`src/verilog/grsync_regs.svh`:
```
/*
 * named constants for the global reset, enable and sync block.
 * assumes inclusion by bare name from the package; the top module has no include and relies on that.
 */
`ifndef GRSYNC_REGS_SVH
`define GRSYNC_REGS_SVH

`define GRS_NUM_CH 8
`define GRS_OFS_W 5
`define GRS_PER_W 16
`define GRS_FAULT_W 8
`define GRS_PERIOD_RST 16'h0FFF
`define GRS_OFS_DIV 32
`define GRS_ENB_OFF_RST 8'hFF
`define GRS_MASK_RST 8'h00

`endif

```
`src/verilog/grsync_pkg.sv`:
```
/*
 * types shared by the global reset, enable and sync block.
 * assumes grsync_regs.svh is on the include path.
 */
`include "grsync_regs.svh"

package grsync_pkg;
    typedef enum logic [1:0]
    {
        GRS_WAIT_SYNC = 2'b00,
        GRS_OFFSET = 2'b01,
        GRS_RUN = 2'b11
    } grsync_state_t;
    typedef logic [`GRS_PER_W-1:0] grsync_cnt_t;
endpackage

```
`src/verilog/grsync_top.sv`:
```
/*
 * global reset, enable gating, phase sync and fault alert for eight channels.
 * assumes every pin input is asynchronous to clk_sys; serial-side flags
 * and settings arrive already in the clk_sys domain.
 */
// Behaviour
// RL1 - internal power reset forces channels off, defaults
// RL2 - low reset pin holds channels off, defaults
// RL3 - enable low: per channel off or hold
// RL4 - enable behaviour defaults to all off
// RL5 - all timing derived from master clock
// RL6 - serial access only while master clock runs
// RL7 - channel edge delayed offset over 32 periods
// RL8 - sync pulse sets flag, cleared by read
// RL9 - sync rising edge restarts pwm periods
// RL10 - controller gives one sync pulse after reset
// RL11 - fault alert low for unmasked faults
// RL12 - open inputs settle to defined levels
// RL13 - reset pin falling edge sets reset flag
// RL14 - enable low flag clears after high and read
// RL15 - pins pass two-stage synchronisers first
`timescale 1ns/1ns
`default_nettype none

module grsync_top
    import grsync_pkg::*;
(
    input wire logic clk_sys,
    input wire logic rst_n,
    input wire logic por_active,
    input wire logic hw_reset_pin_n,
    input wire logic enable_pin,
    input wire logic sync_pin,
    input wire logic [`GRS_NUM_CH-1:0] channel_request,
    input wire logic [`GRS_NUM_CH-1:0] enable_off_cfg,
    input wire logic [`GRS_NUM_CH*`GRS_OFS_W-1:0] channel_phase_offset,
    input wire logic [`GRS_PER_W-1:0] pwm_period,
    input wire logic [`GRS_FAULT_W-1:0] fault_detected,
    input wire logic [`GRS_FAULT_W-1:0] fault_mask,
    input wire logic flag_read,
    output logic [`GRS_NUM_CH-1:0] channel_on,
    output logic [`GRS_NUM_CH-1:0] pwm_start,
    output logic block_reset,
    output logic sync_seen_flag,
    output logic reset_seen_flag,
    output logic enable_low_flag,
    output logic fault_alert_out,
    output logic fault_alert_oe
);

    // ***************************************************
    // pin synchronisers
    // ***************************************************
    logic [2:0] sync_s1;
    logic [2:0] sync_s2;
    logic rst_pin_q;
    logic sync_q;
    always_ff @(posedge clk_sys)
    begin
        // unconnected pins idle at reset high, enable and sync low
        if (!rst_n)
        begin
            // enable restarts at its pulled-down level, so the enable-low flag
            // also reports the two cycles the synchroniser needs to settle
            sync_s1 <= 3'h1;
            sync_s2 <= 3'h1;
            rst_pin_q <= 1'b1;
            sync_q <= 1'b0;
        end
        else
        begin
            sync_s1 <= {sync_pin, enable_pin, hw_reset_pin_n}; // RL15 RL12
            sync_s2 <= sync_s1;
            rst_pin_q <= sync_s2[0];
            sync_q <= sync_s2[2];
        end
    end
    wire logic rst_pin_n_s = sync_s2[0];
    wire logic enable_s = sync_s2[1];
    wire logic sync_s = sync_s2[2];
    wire logic sync_rise = sync_s && !sync_q; // RL9
    // internal reset: power-on (por_active, active high) or pin reset (active low)
    wire logic int_reset = por_active || !rst_pin_n_s; // RL1 RL2

    function automatic logic [`GRS_OFS_W-1:0] ofs_of(
        input int ch,
        input logic [`GRS_NUM_CH*`GRS_OFS_W-1:0] v
    );
        ofs_of = v[ch*`GRS_OFS_W +: `GRS_OFS_W];
    endfunction

    // ***************************************************
    // timebase: a 1/32-period tick derived from clk_sys
    // ***************************************************
    grsync_state_t state;
    grsync_state_t next_state;
    grsync_cnt_t sub_cnt;
    grsync_cnt_t next_sub_cnt;
    logic [`GRS_OFS_W-1:0] slot;
    logic [`GRS_OFS_W-1:0] next_slot;
    logic [`GRS_NUM_CH-1:0] next_pwm_start;
    grsync_cnt_t slot_len;
    logic tick;
    always_comb
    begin
        // slot length is the period over 32, never below one cycle  RL5 RL7
        slot_len = pwm_period / grsync_cnt_t'(`GRS_OFS_DIV);
        if (slot_len == '0)
            slot_len = grsync_cnt_t'(1);
        tick = (sub_cnt + grsync_cnt_t'(1)) >= slot_len;
        next_state = state;
        next_sub_cnt = tick ? '0 : sub_cnt + grsync_cnt_t'(1);
        next_slot = tick ? slot + 5'h01 : slot;
        next_pwm_start = '0;
        case (state)
            GRS_WAIT_SYNC:
                next_sub_cnt = '0;
            GRS_OFFSET, GRS_RUN:
            begin
                for (int c = 0; c < `GRS_NUM_CH; c++)
                    if (sub_cnt == '0 && slot == ofs_of(c, channel_phase_offset))
                        next_pwm_start[c] = 1'b1; // RL7
                // the slot counter wraps after the last slot, so each channel fires once a period
                if (tick && slot == `GRS_OFS_W'(`GRS_OFS_DIV - 1))
                    next_state = GRS_RUN;
            end
            default:
                next_state = GRS_WAIT_SYNC;
        endcase
        if (sync_rise)
        begin
            // a sync edge realigns every channel's period  RL9
            next_state = GRS_OFFSET;
            next_sub_cnt = '0;
            next_slot = '0;
            next_pwm_start = '0;
        end
    end
    always_ff @(posedge clk_sys)
    begin
        if (!rst_n || int_reset)
        begin
            state <= GRS_WAIT_SYNC;
            sub_cnt <= '0;
            slot <= '0;
            pwm_start <= '0;
        end
        else
        begin
            state <= next_state;
            sub_cnt <= next_sub_cnt;
            slot <= next_slot;
            pwm_start <= next_pwm_start;
        end
    end

    // ***************************************************
    // channel gating and flags
    // ***************************************************
    logic [`GRS_NUM_CH-1:0] next_channel_on;
    logic next_sync_seen;
    logic next_reset_seen;
    logic next_enable_low;
    logic next_alert;
    // enable_off_cfg lives on the serial side and leaves reset as all ones,
    // so by default every channel turns off while enable is low
    always_comb
    begin
        for (int c = 0; c < `GRS_NUM_CH; c++)
        begin
            if (enable_s)
                next_channel_on[c] = channel_request[c];
            else if (enable_off_cfg[c])
                next_channel_on[c] = 1'b0; // RL3 RL4
            else
                next_channel_on[c] = channel_on[c];
        end
        // the flag register clears as a whole on read; new events win
        next_sync_seen = sync_rise || (sync_seen_flag && !flag_read); // RL8
        // flag_read is a clk_sys strobe: a read only lands while the master clock runs
        next_reset_seen = reset_seen_flag && !flag_read; // RL13 RL6
        next_enable_low = !enable_s || (enable_low_flag && !flag_read); // RL14
        next_alert = |(fault_detected & ~fault_mask); // RL11
    end
    always_ff @(posedge clk_sys)
    begin
        if (!rst_n)
        begin
            channel_on <= '0;
            sync_seen_flag <= 1'b0;
            reset_seen_flag <= 1'b0;
            enable_low_flag <= 1'b0;
            fault_alert_oe <= 1'b0;
            block_reset <= 1'b1;
        end
        else
        begin
            block_reset <= int_reset; // RL1 RL2
            fault_alert_oe <= next_alert && !int_reset; // RL11
            if (int_reset)
            begin
                channel_on <= '0; // RL1 RL2
                sync_seen_flag <= 1'b0;
                enable_low_flag <= 1'b0;
                // the reset flag survives pin reset so software can see it later
                reset_seen_flag <= reset_seen_flag || (rst_pin_q && !rst_pin_n_s); // RL13
            end
            else
            begin
                channel_on <= next_channel_on;
                sync_seen_flag <= next_sync_seen;
                reset_seen_flag <= next_reset_seen;
                enable_low_flag <= next_enable_low;
            end
        end
    end
    // open-drain pin: the data side is always low, only the enable toggles
    always_ff @(posedge clk_sys)
    begin
        fault_alert_out <= 1'b0;
    end

endmodule

`default_nettype wire

```
`config.mk`:
```
export PLATFORM = sky130hd
export DESIGN_NAME = grsync_top
export DESIGN_NICKNAME = d
export VERILOG_FILES = /design/src/verilog/grsync_pkg.sv /design/src/verilog/grsync_top.sv
export VERILOG_INCLUDE_DIRS = /design/src /design/src/verilog
export SDC_FILE = /design/constraint.sdc
export NUM_CORES = 1
export LEC_CHECK = 0
export BUFFER_PORTS_ARGS = -buffer_cell sky130_fd_sc_hd__buf_2
export CAP_MARGIN = 5
export CORE_ASPECT_RATIO = 0.5
export CORE_MARGIN = 2
export CORE_UTILIZATION = 25
export CTS_BUF_LIST = sky130_fd_sc_hd__clkbuf_8
export CTS_CLUSTER_SIZE = 16
export DETAILED_ROUTE_END_ITERATION = 16
export PLACE_DENSITY = 0.44
export SLEW_MARGIN = 10
export SYNTH_ARGS = -nofsm -noshare
export SYNTH_HDL_FRONTEND = slang
export SYNTH_SLANG_ARGS = --single-unit
export TNS_END_PERCENT = 100
```
`constraint.sdc`:
```
create_clock -name clk_sys -period 3.9 [get_ports clk_sys]
set_clock_uncertainty 0.05 [all_clocks]
set_input_delay 0.78 -clock clk_sys [delete_from_list [all_inputs] [get_ports clk_sys]]
set_output_delay 0.78 -clock clk_sys [all_outputs]
set_load 0.01 [all_outputs]
```
## Yosys cells after proc, flatten, opt, wreduce, memory -nomap -nowiden

Index checks and enable logic that the tools add are counted.

- Bitwise operators: 5
- Reduce and logical (&&, ||, !) cells: 45
- Magnitude comparators: 1
- Equality and inequality tests: 14
- Muxes and demuxes: 29
- Add/subtract/negate cells: 2

Operators by type and width:

| kind | count |
|---|---|
| == test 5 bit | 8 |
| logical NOT 16 bit | 2 |
| two-way mux 1 bit | 26 |
| adder 16 x 1 -> 16 bit, second input constant | 1 |
| greater-or-equal comparator 16 bit | 1 |
| nonzero test 2 bit | 8 |
| logical AND 1 bit | 15 |
| two-way mux 11 bit | 1 |
| AND 8 bit | 1 |
| NOT 8 bit | 1 |
| OR reduction 8 bit | 1 |
| logical NOT 1 bit | 6 |
| OR reduction 2 bit | 3 |
| adder 5 x 1 -> 5 bit, second input constant | 1 |
| == test 5 bit, second input constant | 1 |
| logical OR 1 bit | 5 |
| != test 2 bit, second input constant | 2 |
| one-hot mux 2 bit (2 select lines) | 1 |
| AND reduction 2 bit | 2 |
| OR reduction 4 bit | 1 |
| != test 3 bit, second input constant | 1 |
| NOT 1 bit | 3 |
| OR reduction 3 bit | 1 |
| == test 2 x 1 -> 1 bit, second input constant | 1 |
| other kinds (3) | 3 |

- Input port bits: 95
- Output and inout port bits: 22
- Register bits: 52
- Word-level logic and storage cells: 118

## Depth between registers and ports, before layout

Gate-level depths: netlist of the first run.

- Word-level depth: 7
- Mapped depth: 13
- Mapped depth without buffers: 12

## Worst setup path after synthesis of the first run

No wires, ideal clock.

- Path type: input port to flip-flop
- Start point: input pwm_period[6]
- End point: register sub_cnt[10]
- Data arrival time: 2980 ps
- Buffers on the path: 1
- Library setup time: 62 ps
- Required time: 3788 ps
- Stages: 10
- Path slack: 808 ps
- Path through: nor4_1 -> a41o_1 -> ha_1 -> nand2b_1 -> a2111oi_0 -> o31ai_1 -> a221oi_4 -> o2111ai_2 -> buf_6 -> nor2b_2

- Cells in the longest elaborated chain, start to end: 4

RTL lines:

| what | RTL line | RTL |
|---|---|---|
| start: declaration | grsync_top.sv:37 | `` input wire logic [`GRS_PER_W-1:0] pwm_period, `` |
| logical NOT 16 bit | grsync_top.sv:108 | `if (slot_len == '0)` |
| two-way mux 11 bit (*) | grsync_top.sv:108 |  |
| greater-or-equal comparator 16 bit (*) | grsync_top.sv:110 | `tick = (sub_cnt + grsync_cnt_t'(1)) >= slot_len;` |
| OR reduction 4 bit (no line) (*) | n/a |  |
| end signal: assignment | grsync_top.sv:151 | `sub_cnt <= next_sub_cnt;` |
| end: declaration | grsync_top.sv:97 | `grsync_cnt_t sub_cnt;` |

Every way passes the cells marked *; elsewhere a longest branch is shown, timed or not.
A chain may end at the register's enable or synchronous reset.

## Worst setup path after layout of the first run

- Start point: register sub_cnt[0]
- End point: register state[1]

- Cells in the longest elaborated chain, start to end: 5

RTL lines:

| what | RTL line | RTL |
|---|---|---|
| adder 16 x 1 -> 16 bit | grsync_top.sv:110 |  |
| greater-or-equal comparator 16 bit | grsync_top.sv:110 |  |
| logical AND 1 bit | grsync_top.sv:124 | `` if (tick && slot == `GRS_OFS_W'(`GRS_OFS_DIV - 1)) `` |
| != test 2 bit (no line) | n/a |  |
| AND reduction 2 bit (no line) | n/a |  |
| end signal: assignment | grsync_top.sv:150 | `state <= next_state;` |
| end: declaration | grsync_top.sv:95 | `grsync_state_t state;` |

Every way passes these cells.

==> flow_metrics.tcl, run 1 <==
set metrics [dict create \
    critPathLaunchType "register" \
    ys_seq_area_frac 0.363 \
    grt_max_degree 18 \
    cts_resized 0 \
    async_reset_ff_frac 0 \
    final_hold_viol_count 0 \
    syn_avg_cell_area_um2 9.13 \
    drtIter0Drc 75 \
    cts_sinks 52 \
    layout_common_cells "buf_2, dfxtp_1, xnor2_1" \
    crit_arrival_ns 3.47 \
    syn_inst 314 \
    io_pins 117 \
    hp-class "register to register" \
    clkLatencyLatePin_ns 0.31 \
    grt_overflow 0 \
    holdPathStages 1 \
    max-cap-violations 0 \
    status "finished, final reports clean" \
    ys_ff_latch 52 \
    syn_to_final_growth_pct 29.4 \
    drc 0 \
    die_h_um 79.7 \
    routed_wl_um 6760 \
    crit_slowest_cell "dfxtp_1" \
    numCtsBuffers 5 \
    ctsHoldBuffers 0 \
    path_class "register to register" \
    path_max_fanout 6 \
    whs_ns 0.368 \
    worst_pin_slew_ns 0.655 \
    rsz0062_at_grt "no" \
    setup_violations 0 \
    vias 2422 \
    fin_tns_setup_ns 0 \
    worstPathRequired_ns 4.06 \
    fmax_mhz 302 \
    syn-cell-area_um2 2870 \
    maxSlewViolCount 0 \
    std_cell_rows 27 \
    nets 540 \
    antenna_found_initial 0 \
    relSlewSlack 0.563 \
    leakagePower_nw 1.71 \
    fin_crit_sh 0.850 \
    dpl.hpwl_um 5330 \
    layout_commonest_cell "buf_2" \
    clk_pin_slew_ns 0.10 \
    ys_types 49 \
    gp_congestion 0.722 \
    initial_core_util 0.259 \
    postCtsSetupRepairBufs 0 \
    cts_tree "yes" \
    ys.flop_type "dfxtp_1" \
    grt_pass1_wl_um 11400 \
    ant_nets 0 \
    clk_path_buf_depth 2 \
    firstDrtPassIters 4 \
    die_x_um 155 \
    dieArea_um2 12400 \
    wl_per_cell_um 11.7 \
    power_density_nw_per_um2 284 \
    grt_pass1_vias 2437 \
    h-tree-depth 2 \
    worstPathCellList "ha_1 -> inv_1 -> nor2_1 -> nand4_1 -> xnor2_1 -> ha_1 -> a2111oi_0 -> o211a_1 -> o31ai_1 -> a221oi_4 -> buf_4 -> a21boi_0 -> o211a_1" \
    vdd_ir_drop_max_uv 132 \
    final_layout_size_suffix_gt1_frac 0.334 \
    reg2reg_depth 13 \
    yosys_warnings 0 \
    max_stage_delay_ns 0.46 \
    period_needed_ns 3.32 \
    diodes 0 \
    core_um2 11100 \
    cts_root_buf "clkbuf_8" \
    synth_edf_count 0 \
    viasPerCell 4.20 \
    portBuffers 110 \
    track_usage 0.114 \
    endpoint_kind "register" \
]
## Yosys cell counts, types with 2 or more instances
cell type / instances / area (um2)
nor2_2: 3 / 18.8
nor2b_4: 2 / 27.5
ha_1: 15 / 188
and3_1: 3 / 18.8
nor2b_2: 6 / 52.6
nand4_1: 4 / 25.0
nor2_1: 19 / 71.3
buf_1: 2 / 7.51
o22ai_1: 2 / 12.5
inv_1: 25 / 93.8
clkbuf_1: 6 / 22.5
o21a_1: 3 / 22.5
mux2i_1: 5 / 50.1
nand2_1: 14 / 52.6
nand3_1: 16 / 80.1
dfxtp_1: 52 / 1040
a211oi_1: 2 / 15.0
nor3_1: 2 / 10.0
a21o_2: 2 / 17.5
xor2_1: 20 / 175
nor4_1: 13 / 81.3
a2111oi_0: 2 / 17.5
a221oi_1: 2 / 17.5
o211a_1: 2 / 20.0
nor3b_1: 10 / 75.1
xnor2_1: 30 / 263
nand2b_1: 5 / 31.3
nand3_2: 2 / 20.0
a21oi_1: 16 / 80.1
o21ai_0: 3 / 15.0
and2_1: 8 / 50.1
## sequential cells by signal (all words and copies together), names as in the netlist, 2 cells and up
signal	flops
channel_on	8
state	2
sync_s1	3
pwm_start	8
sub_cnt	16
sync_s2	3
slot	5
## cell type report
type | count | area (um2)
fillers | 1199 | 7370
multi-input cells | 232 | 1700
flip-flops and latches | 52 | 1040
repair buffers | 114 | 581
well taps | 145 | 181
inverters | 25 | 93.8
clock buffers | 5 | 68.8
clock inverters | 3 | 42.5
## routing by layer
| metal | wire [um] | vias to the layer above | share of wire | track usage |
|---|---|---|---|---|
| li1 | - | 1302 | - | - |
| met1 | 3240 | 1071 | 0.48 | 0.145 |
| met2 | 3190 | 47 | 0.47 | 0.192 |
| met3 | 283 | 2 | 0.042 | 0.0309 |
| met4 | 41 | 0 | 0.0061 | 0.0284 |
| met5 | 0 | - | 0 | 0 |
## worst max-delay path: cells and delay by family, from the launching register on
family,cells,cell delay (ns)
buffers and inverters,2,0.27
and+or+nand+nor,2,0.34
DFF,1,0.46
xor gates and xnor gates,1,0.18
AOI/OAI and AO/OA,6,1.44
adders and majority gates,2,0.47
## cell families (layout without fill, tap and decap cells)
| kind of cell | count (synthesis) | after routing | share of synthesized area |
|---|---|---|---|
| compound gates | 40 | 40 | 0.102 |
| simple gates | 116 | 116 | 0.248 |
| flops | 52 | 52 | 0.363 |
| fa+ha+maj | 15 | 15 | 0.0655 |
| buf+inv | 35 | 147 | 0.0498 |
| mux | 5 | 5 | 0.0175 |
| xor+xnor | 50 | 50 | 0.153 |
| other cells | 1 | 6 | 0.00131 |
## stage by stage
stage	util	instance area, um2	worst slack [ns]	std cells	total power [mW]
floorplan	-	2890	0.808	319	0.625
global placement	0.325	3600	0.387	568	0.689
detailed placement	0.325	3600	0.320	568	0.689
CTS	0.335	3710	0.516	576	1.08
global route	0.335	3710	0.226	576	1.12
finish	0.335	3710	0.585	576	1.05
## power breakdown
part           internal (mW)  leakage (nW)  total, mW  switching (mW)
clock network          0.190        0.0541      0.377           0.187
logic                 0.0689          1.24      0.122          0.0529
registers              0.541         0.424      0.554          0.0124
## worst paths after layout
path                            slack (ns)    endpoint  startpoint
worst max-delay path                  0.58    state[1]  sub_cnt[0]
worst min-delay path                  0.37  sync_s2[0]  sync_s1[0]
worst max register to register        0.58    state[1]  sub_cnt[0]
worst min register to register        0.37  sync_s2[0]  sync_s1[0]
Power figures use the tool's default switching activity.
==> run 2: changes to the inputs <==
ABC_AREA = 1   (was unset)
==> run 2 against run 1 <==
Largest power group unchanged; setup slack improved by 0.54 ns; power fell by 4.1%; die area decreased by 0.13%; synthesized cell count increased by 22%; fmax grew 20%; clock power fell by 11%; largest cell class unchanged; combinational power is essentially flat; first-iteration DRC count grew 41%.
==> flow_metrics.tcl, run 2 <==
set metrics [dict create \
    status "finished, final reports clean" \
    syn_avg_cell_area_um2 7.46 \
    grt_pass1_vias 2435 \
    ys_types 25 \
    final_layout_size_suffix_gt1_frac 0.250 \
    die_h_um 79.7 \
    holdPathStages 2 \
    leakagePower_nw 1.77 \
    reg2reg_depth 14 \
    cts_resized 0 \
    ys.flop_type "dfxtp_1" \
    fin_crit_sh 0.711 \
    synth_top_area_share 0.364 \
    track_usage 0.121 \
    viasPerCell 4.11 \
    cts_root_buf "clkbuf_8" \
    die_x_um 155 \
    antenna_found_initial 2 \
    dp_cells 633 \
    worst_pin_slew_ns 0.635 \
    final_util 0.330 \
    power_density_nw_per_um2 276 \
    synthAdderAreaFrac 0.0656 \
    synth-xor-area-share 0.153 \
    portBuffers 110 \
    final_hold_viol_count 0 \
    core_um2 11100 \
    r2r_slack_ns 1.13 \
    drtIter0Drc 106 \
    worstPathRequired_ns 4.10 \
    grt_max_degree 19 \
    yosysMostFrequentCell "inv_1" \
    path_class "register to register" \
    vias 2632 \
    grt_pass1_wl_um 11800 \
    maxSlewViolCount 0 \
    ant_nets 0 \
    crit_arrival_ns 2.97 \
    clk_path_buf_depth 2 \
    diodes 0 \
    max-cap-violations 0 \
    syn-cell-area_um2 2860 \
    vdd_ir_drop_max_uv 134 \
    io_pins 117 \
    yosysTopAreaCell "dfxtp_1" \
    synth_mux_area_frac 0 \
    whs_ns 0.366 \
    relSlewSlack 0.576 \
    yosys_warnings 0 \
    ctsHoldBuffers 0 \
    fin_tns_setup_ns 0 \
    std_cell_rows 27 \
    synth_compound_area_frac 0.0629 \
    hp-class "register to register" \
    dpl.hpwl_um 5580 \
    layout_common_cells "buf_2, inv_1, nand2_1" \
    setup_violations 0 \
    clkLatencyLatePin_ns 0.32 \
    grt_overflow 0 \
    numCtsBuffers 5 \
    drc 0 \
    top_regs "sub_cnt (16), channel_on (8), pwm_start (8)" \
    wl_per_cell_um 11.2 \
    path_max_fanout 11 \
    final-instance-count-excl-fill 641 \
    clk_pin_slew_ns 0.11 \
    regMostFlops "sub_cnt" \
    cts_tree "yes" \
    rsz0062_at_grt "no" \
    firstDrtPassIters 6 \
    synth_top_family_by_area "simple AND/OR/NAND/NOR gates" \
    syn_inst 384 \
    h-tree-depth 2 \
    layout_commonest_cell "buf_2" \
    syn_to_final_growth_pct 27.7 \
    largest_register_ff_count 16 \
    yosys.area_share.simple 0.250 \
    async_reset_ff_frac 0 \
    ys_ff_latch 52 \
    gp_congestion 0.729 \
    fmax_mhz 361 \
    synth_edf_count 0 \
    routed_wl_um 7150 \
    nets 605 \
    ys_seq_area_frac 0.364 \
    critPathLaunchType "register" \
    cts_sinks 52 \
    initial_core_util 0.258 \
    dieArea_um2 12400 \
    synth_common_cells "inv_1, nand2_1, dfxtp_1, nor2_1" \
    endpoint_kind "register" \
    postCtsSetupRepairBufs 0 \
    synthTopCellsByArea "dfxtp_1, inv_1, xnor2_1, xor2_1, nand2_1" \
    period_needed_ns 2.77 \
]
==> run 2: final timing paths <==
| kind | start | endpoint |
|---|---|---|
| worst max-delay path | sub_cnt[0] | sub_cnt[10] |
| worst min-delay path | sync_s1[0] | sync_s2[0] |
| worst max register to register | sub_cnt[0] | sub_cnt[10] |
| worst min register to register | sync_s1[0] | sync_s2[0] |
==> run 2: layout make-up <==
class                           count  area, um2
Timing Repair Buffer              110        551
Tap cell                          145        181
Clock buffer                        5       68.8
Inverter                           65        244
Clock inverter                      3       25.0
Sequential cell                    52       1040
Multi-Input combinational cell    261       1540
Fill cell                        1195       7430
==> run 2: metal layers <==
layer  global-route usage  part of all wire
met1                0.165              0.51
met2                0.177              0.38
met3               0.0418             0.089
met4               0.0404             0.012
met5                    0            0.0020
==> run 2: where the power goes <==
part / internal (mW) / switching (mW)
clock: 0.131 / 0.204
sequential: 0.542 / 0.0117
combinational: 0.0656 / 0.0564
==> run 2: kinds of logic after synthesis <==
family	after synthesis
other cells	1
simple gates	161
buf+inv	76
flops	52
fa+ha+maj	15
compound gates	29
xor+xnor	50
==> run 2: critical path: stages, from the launching register on <==
cell and delay (ns):
dfxtp_1 0.43, ha_1 0.24, nand3_1 0.09, nor2_1 0.23, xor2_1 0.23, inv_1 0.07
ha_1 0.28, nand2_1 0.09, o21a_1 0.12, nand2_1 0.07, nand2_1 0.06, nand2_1 0.06
nand2_1 0.23, nand3_2 0.30, nor2_1 0.15
==> run 2: per-stage QoR <==
step,power (mW),area (um2),worst slack [ns]
2_1_floorplan,0.625,2880,1.50
3_3_place_gp,0.689,3560,0.749
3_5_place_dp,0.689,3560,0.727
4_1_cts,1.03,3650,1.04
5_1_grt,1.08,3650,0.711
6_report,1.01,3650,1.13
==> run 3: changes to the inputs <==
clock period = 2.85 ns   (was 3.9 ns; I/O delays follow)
==> run 3 against run 2 <==
Clock power up 39%; critical path depth up 2; routed wire length up 0.56%; power up 38%; final cell count up 1.2%; global-route usage down 0.34 points; register-to-register slack worse by 0.92 ns; setup slack worse by 0.92 ns; core utilization up 0.61 points; via count up 1.7%.
==> flow_metrics.tcl, run 3 (synthesis results as in run 2) <==
set metrics [dict create \
    clkLatencyLatePin_ns 0.32 \
    std_cell_rows 27 \
    largest_register_ff_count 16 \
    firstDrtPassIters 4 \
    relSlewSlack 0.592 \
    final_layout_size_suffix_gt1_frac 0.266 \
    viasPerCell 4.13 \
    clk_path_buf_depth 2 \
    core_um2 11100 \
    grt_overflow 0 \
    rsz0062_at_grt "no" \
    portBuffers 110 \
    path_max_fanout 5 \
    vdd_ir_drop_max_uv 166 \
    hp-class "register to register" \
    setup_violations 0 \
    gp_congestion 0.752 \
    numCtsBuffers 5 \
    grt_pass1_vias 2420 \
    fmax_mhz 378 \
    clk_pin_slew_ns 0.11 \
    initial_core_util 0.258 \
    track_usage 0.117 \
    grt_pass1_wl_um 11400 \
    syn_to_final_growth_pct 30.0 \
    ant_nets 0 \
    cts_sinks 52 \
    status "finished, final reports clean" \
    wl_per_cell_um 11.1 \
    die_x_um 155 \
    layout_common_cells "buf_2, inv_1, nand2_1" \
    power_density_nw_per_um2 374 \
    io_pins 117 \
    dieArea_um2 12400 \
    top_regs "sub_cnt (16), channel_on (8), pwm_start (8)" \
    routed_wl_um 7190 \
    die_h_um 79.7 \
    regMostFlops "sub_cnt" \
    nets 613 \
    h-tree-depth 2 \
    endpoint_kind "register" \
    fin_tns_setup_ns 0 \
    cts_tree "yes" \
    ctsHoldBuffers 0 \
    dpl.hpwl_um 5650 \
    critPathLaunchType "register" \
    maxSlewViolCount 0 \
    vias 2678 \
    worst_pin_slew_ns 0.612 \
    worstPathRequired_ns 3.06 \
    layout_commonest_cell "buf_2" \
    cts_root_buf "clkbuf_8" \
    final_hold_viol_count 0 \
    path_class "register to register" \
    drtIter0Drc 86 \
    antenna_found_initial 1 \
    fin_crit_sh 0.928 \
    grt_max_degree 19 \
    postCtsSetupRepairBufs 0 \
    nFillCells 1218 \
    leakagePower_nw 1.81 \
    crit_arrival_ns 2.85 \
    drc 0 \
    diodes 0 \
    period_needed_ns 2.64 \
    finalPower_mw 1.39 \
    max-cap-violations 0 \
]
## run 3: cell types whose count changed in the layout (fill, tap and decap cells not counted), sizes merged
cell    delta
clkinv     +1
inv        -1
buf        +8
## run 3: layout make-up
cell class,count,area [um2],share of cell area
tap,145,181,0.0487
multi-input combinational,261,1550,0.416
inverter,65,244,0.0655
timing repair buffer,118,611,0.164
sequential,52,1040,0.280
clock buffer,5,68.8,0.0185
clock inverter,3,27.5,0.00739
## run 3: routing by layer
layer,vias to the layer above,routed length (um),track usage
met5,-,0,0
met4,0,82,0.0358
met3,7,649,0.0434
met2,105,2770,0.171
met1,1123,3700,0.161
li1,1443,-,-
## run 3: report_power, final
| group | leakage [nW] | internal, mW | total [mW] | switching (mW) |
|---|---|---|---|---|
| clock network | 0.0463 | 0.181 | 0.465 | 0.284 |
| registers | 0.424 | 0.741 | 0.750 | 0.00930 |
| logic | 1.34 | 0.0924 | 0.176 | 0.0840 |
| total | 1.81 | 1.01 | 1.39 | 0.378 |
## run 3: timing repair
item | 4_1_cts | 5_1_grt
resized for setup | 0 | 2
endpoints found under the setup margin | 0 | 3
hold endpoints to repair | 0 | 0
## run 3: metrics by stage
step	hold slack, ns	utilization	setup WS [ns]	std cells	area, um2
floorplan	0.330	-	0.587	389	2880
global placement	0.335	0.327	0.0810	641	3620
detailed placement	0.342	0.327	0.0890	641	3620
CTS	0.354	0.335	0.197	649	3720
global route	0.369	0.336	0.00826	649	3720
finish	0.364	0.336	0.206	649	3720
## run 3: critical path, stage by stage (launching register included)
cell	delay, ns
dfxtp_1	0.37
ha_1	0.25
nand2_1	0.09
nor2_1	0.04
buf_4	0.14
or2_2	0.27
o21a_1	0.13
ha_1	0.19
a21oi_1	0.17
o21a_1	0.13
nand2_1	0.06
nand2_1	0.06
nand2_1	0.06
nand2_1	0.17
buf_4	0.16
nand3_1	0.07
a21oi_1	0.17
## run 3: path summary, 6_finish.rpt
path / slack (ns) / cells past startpoint / startpoint / endpoint
min: 0.36 / 2 / sync_s1[0] / sync_s2[0]
max: 0.21 / 16 / sub_cnt[0] / slot[4]
max reg2reg: 0.21 / 16 / sub_cnt[0] / slot[4]
min reg2reg: 0.36 / 2 / sync_s1[0] / sync_s2[0]
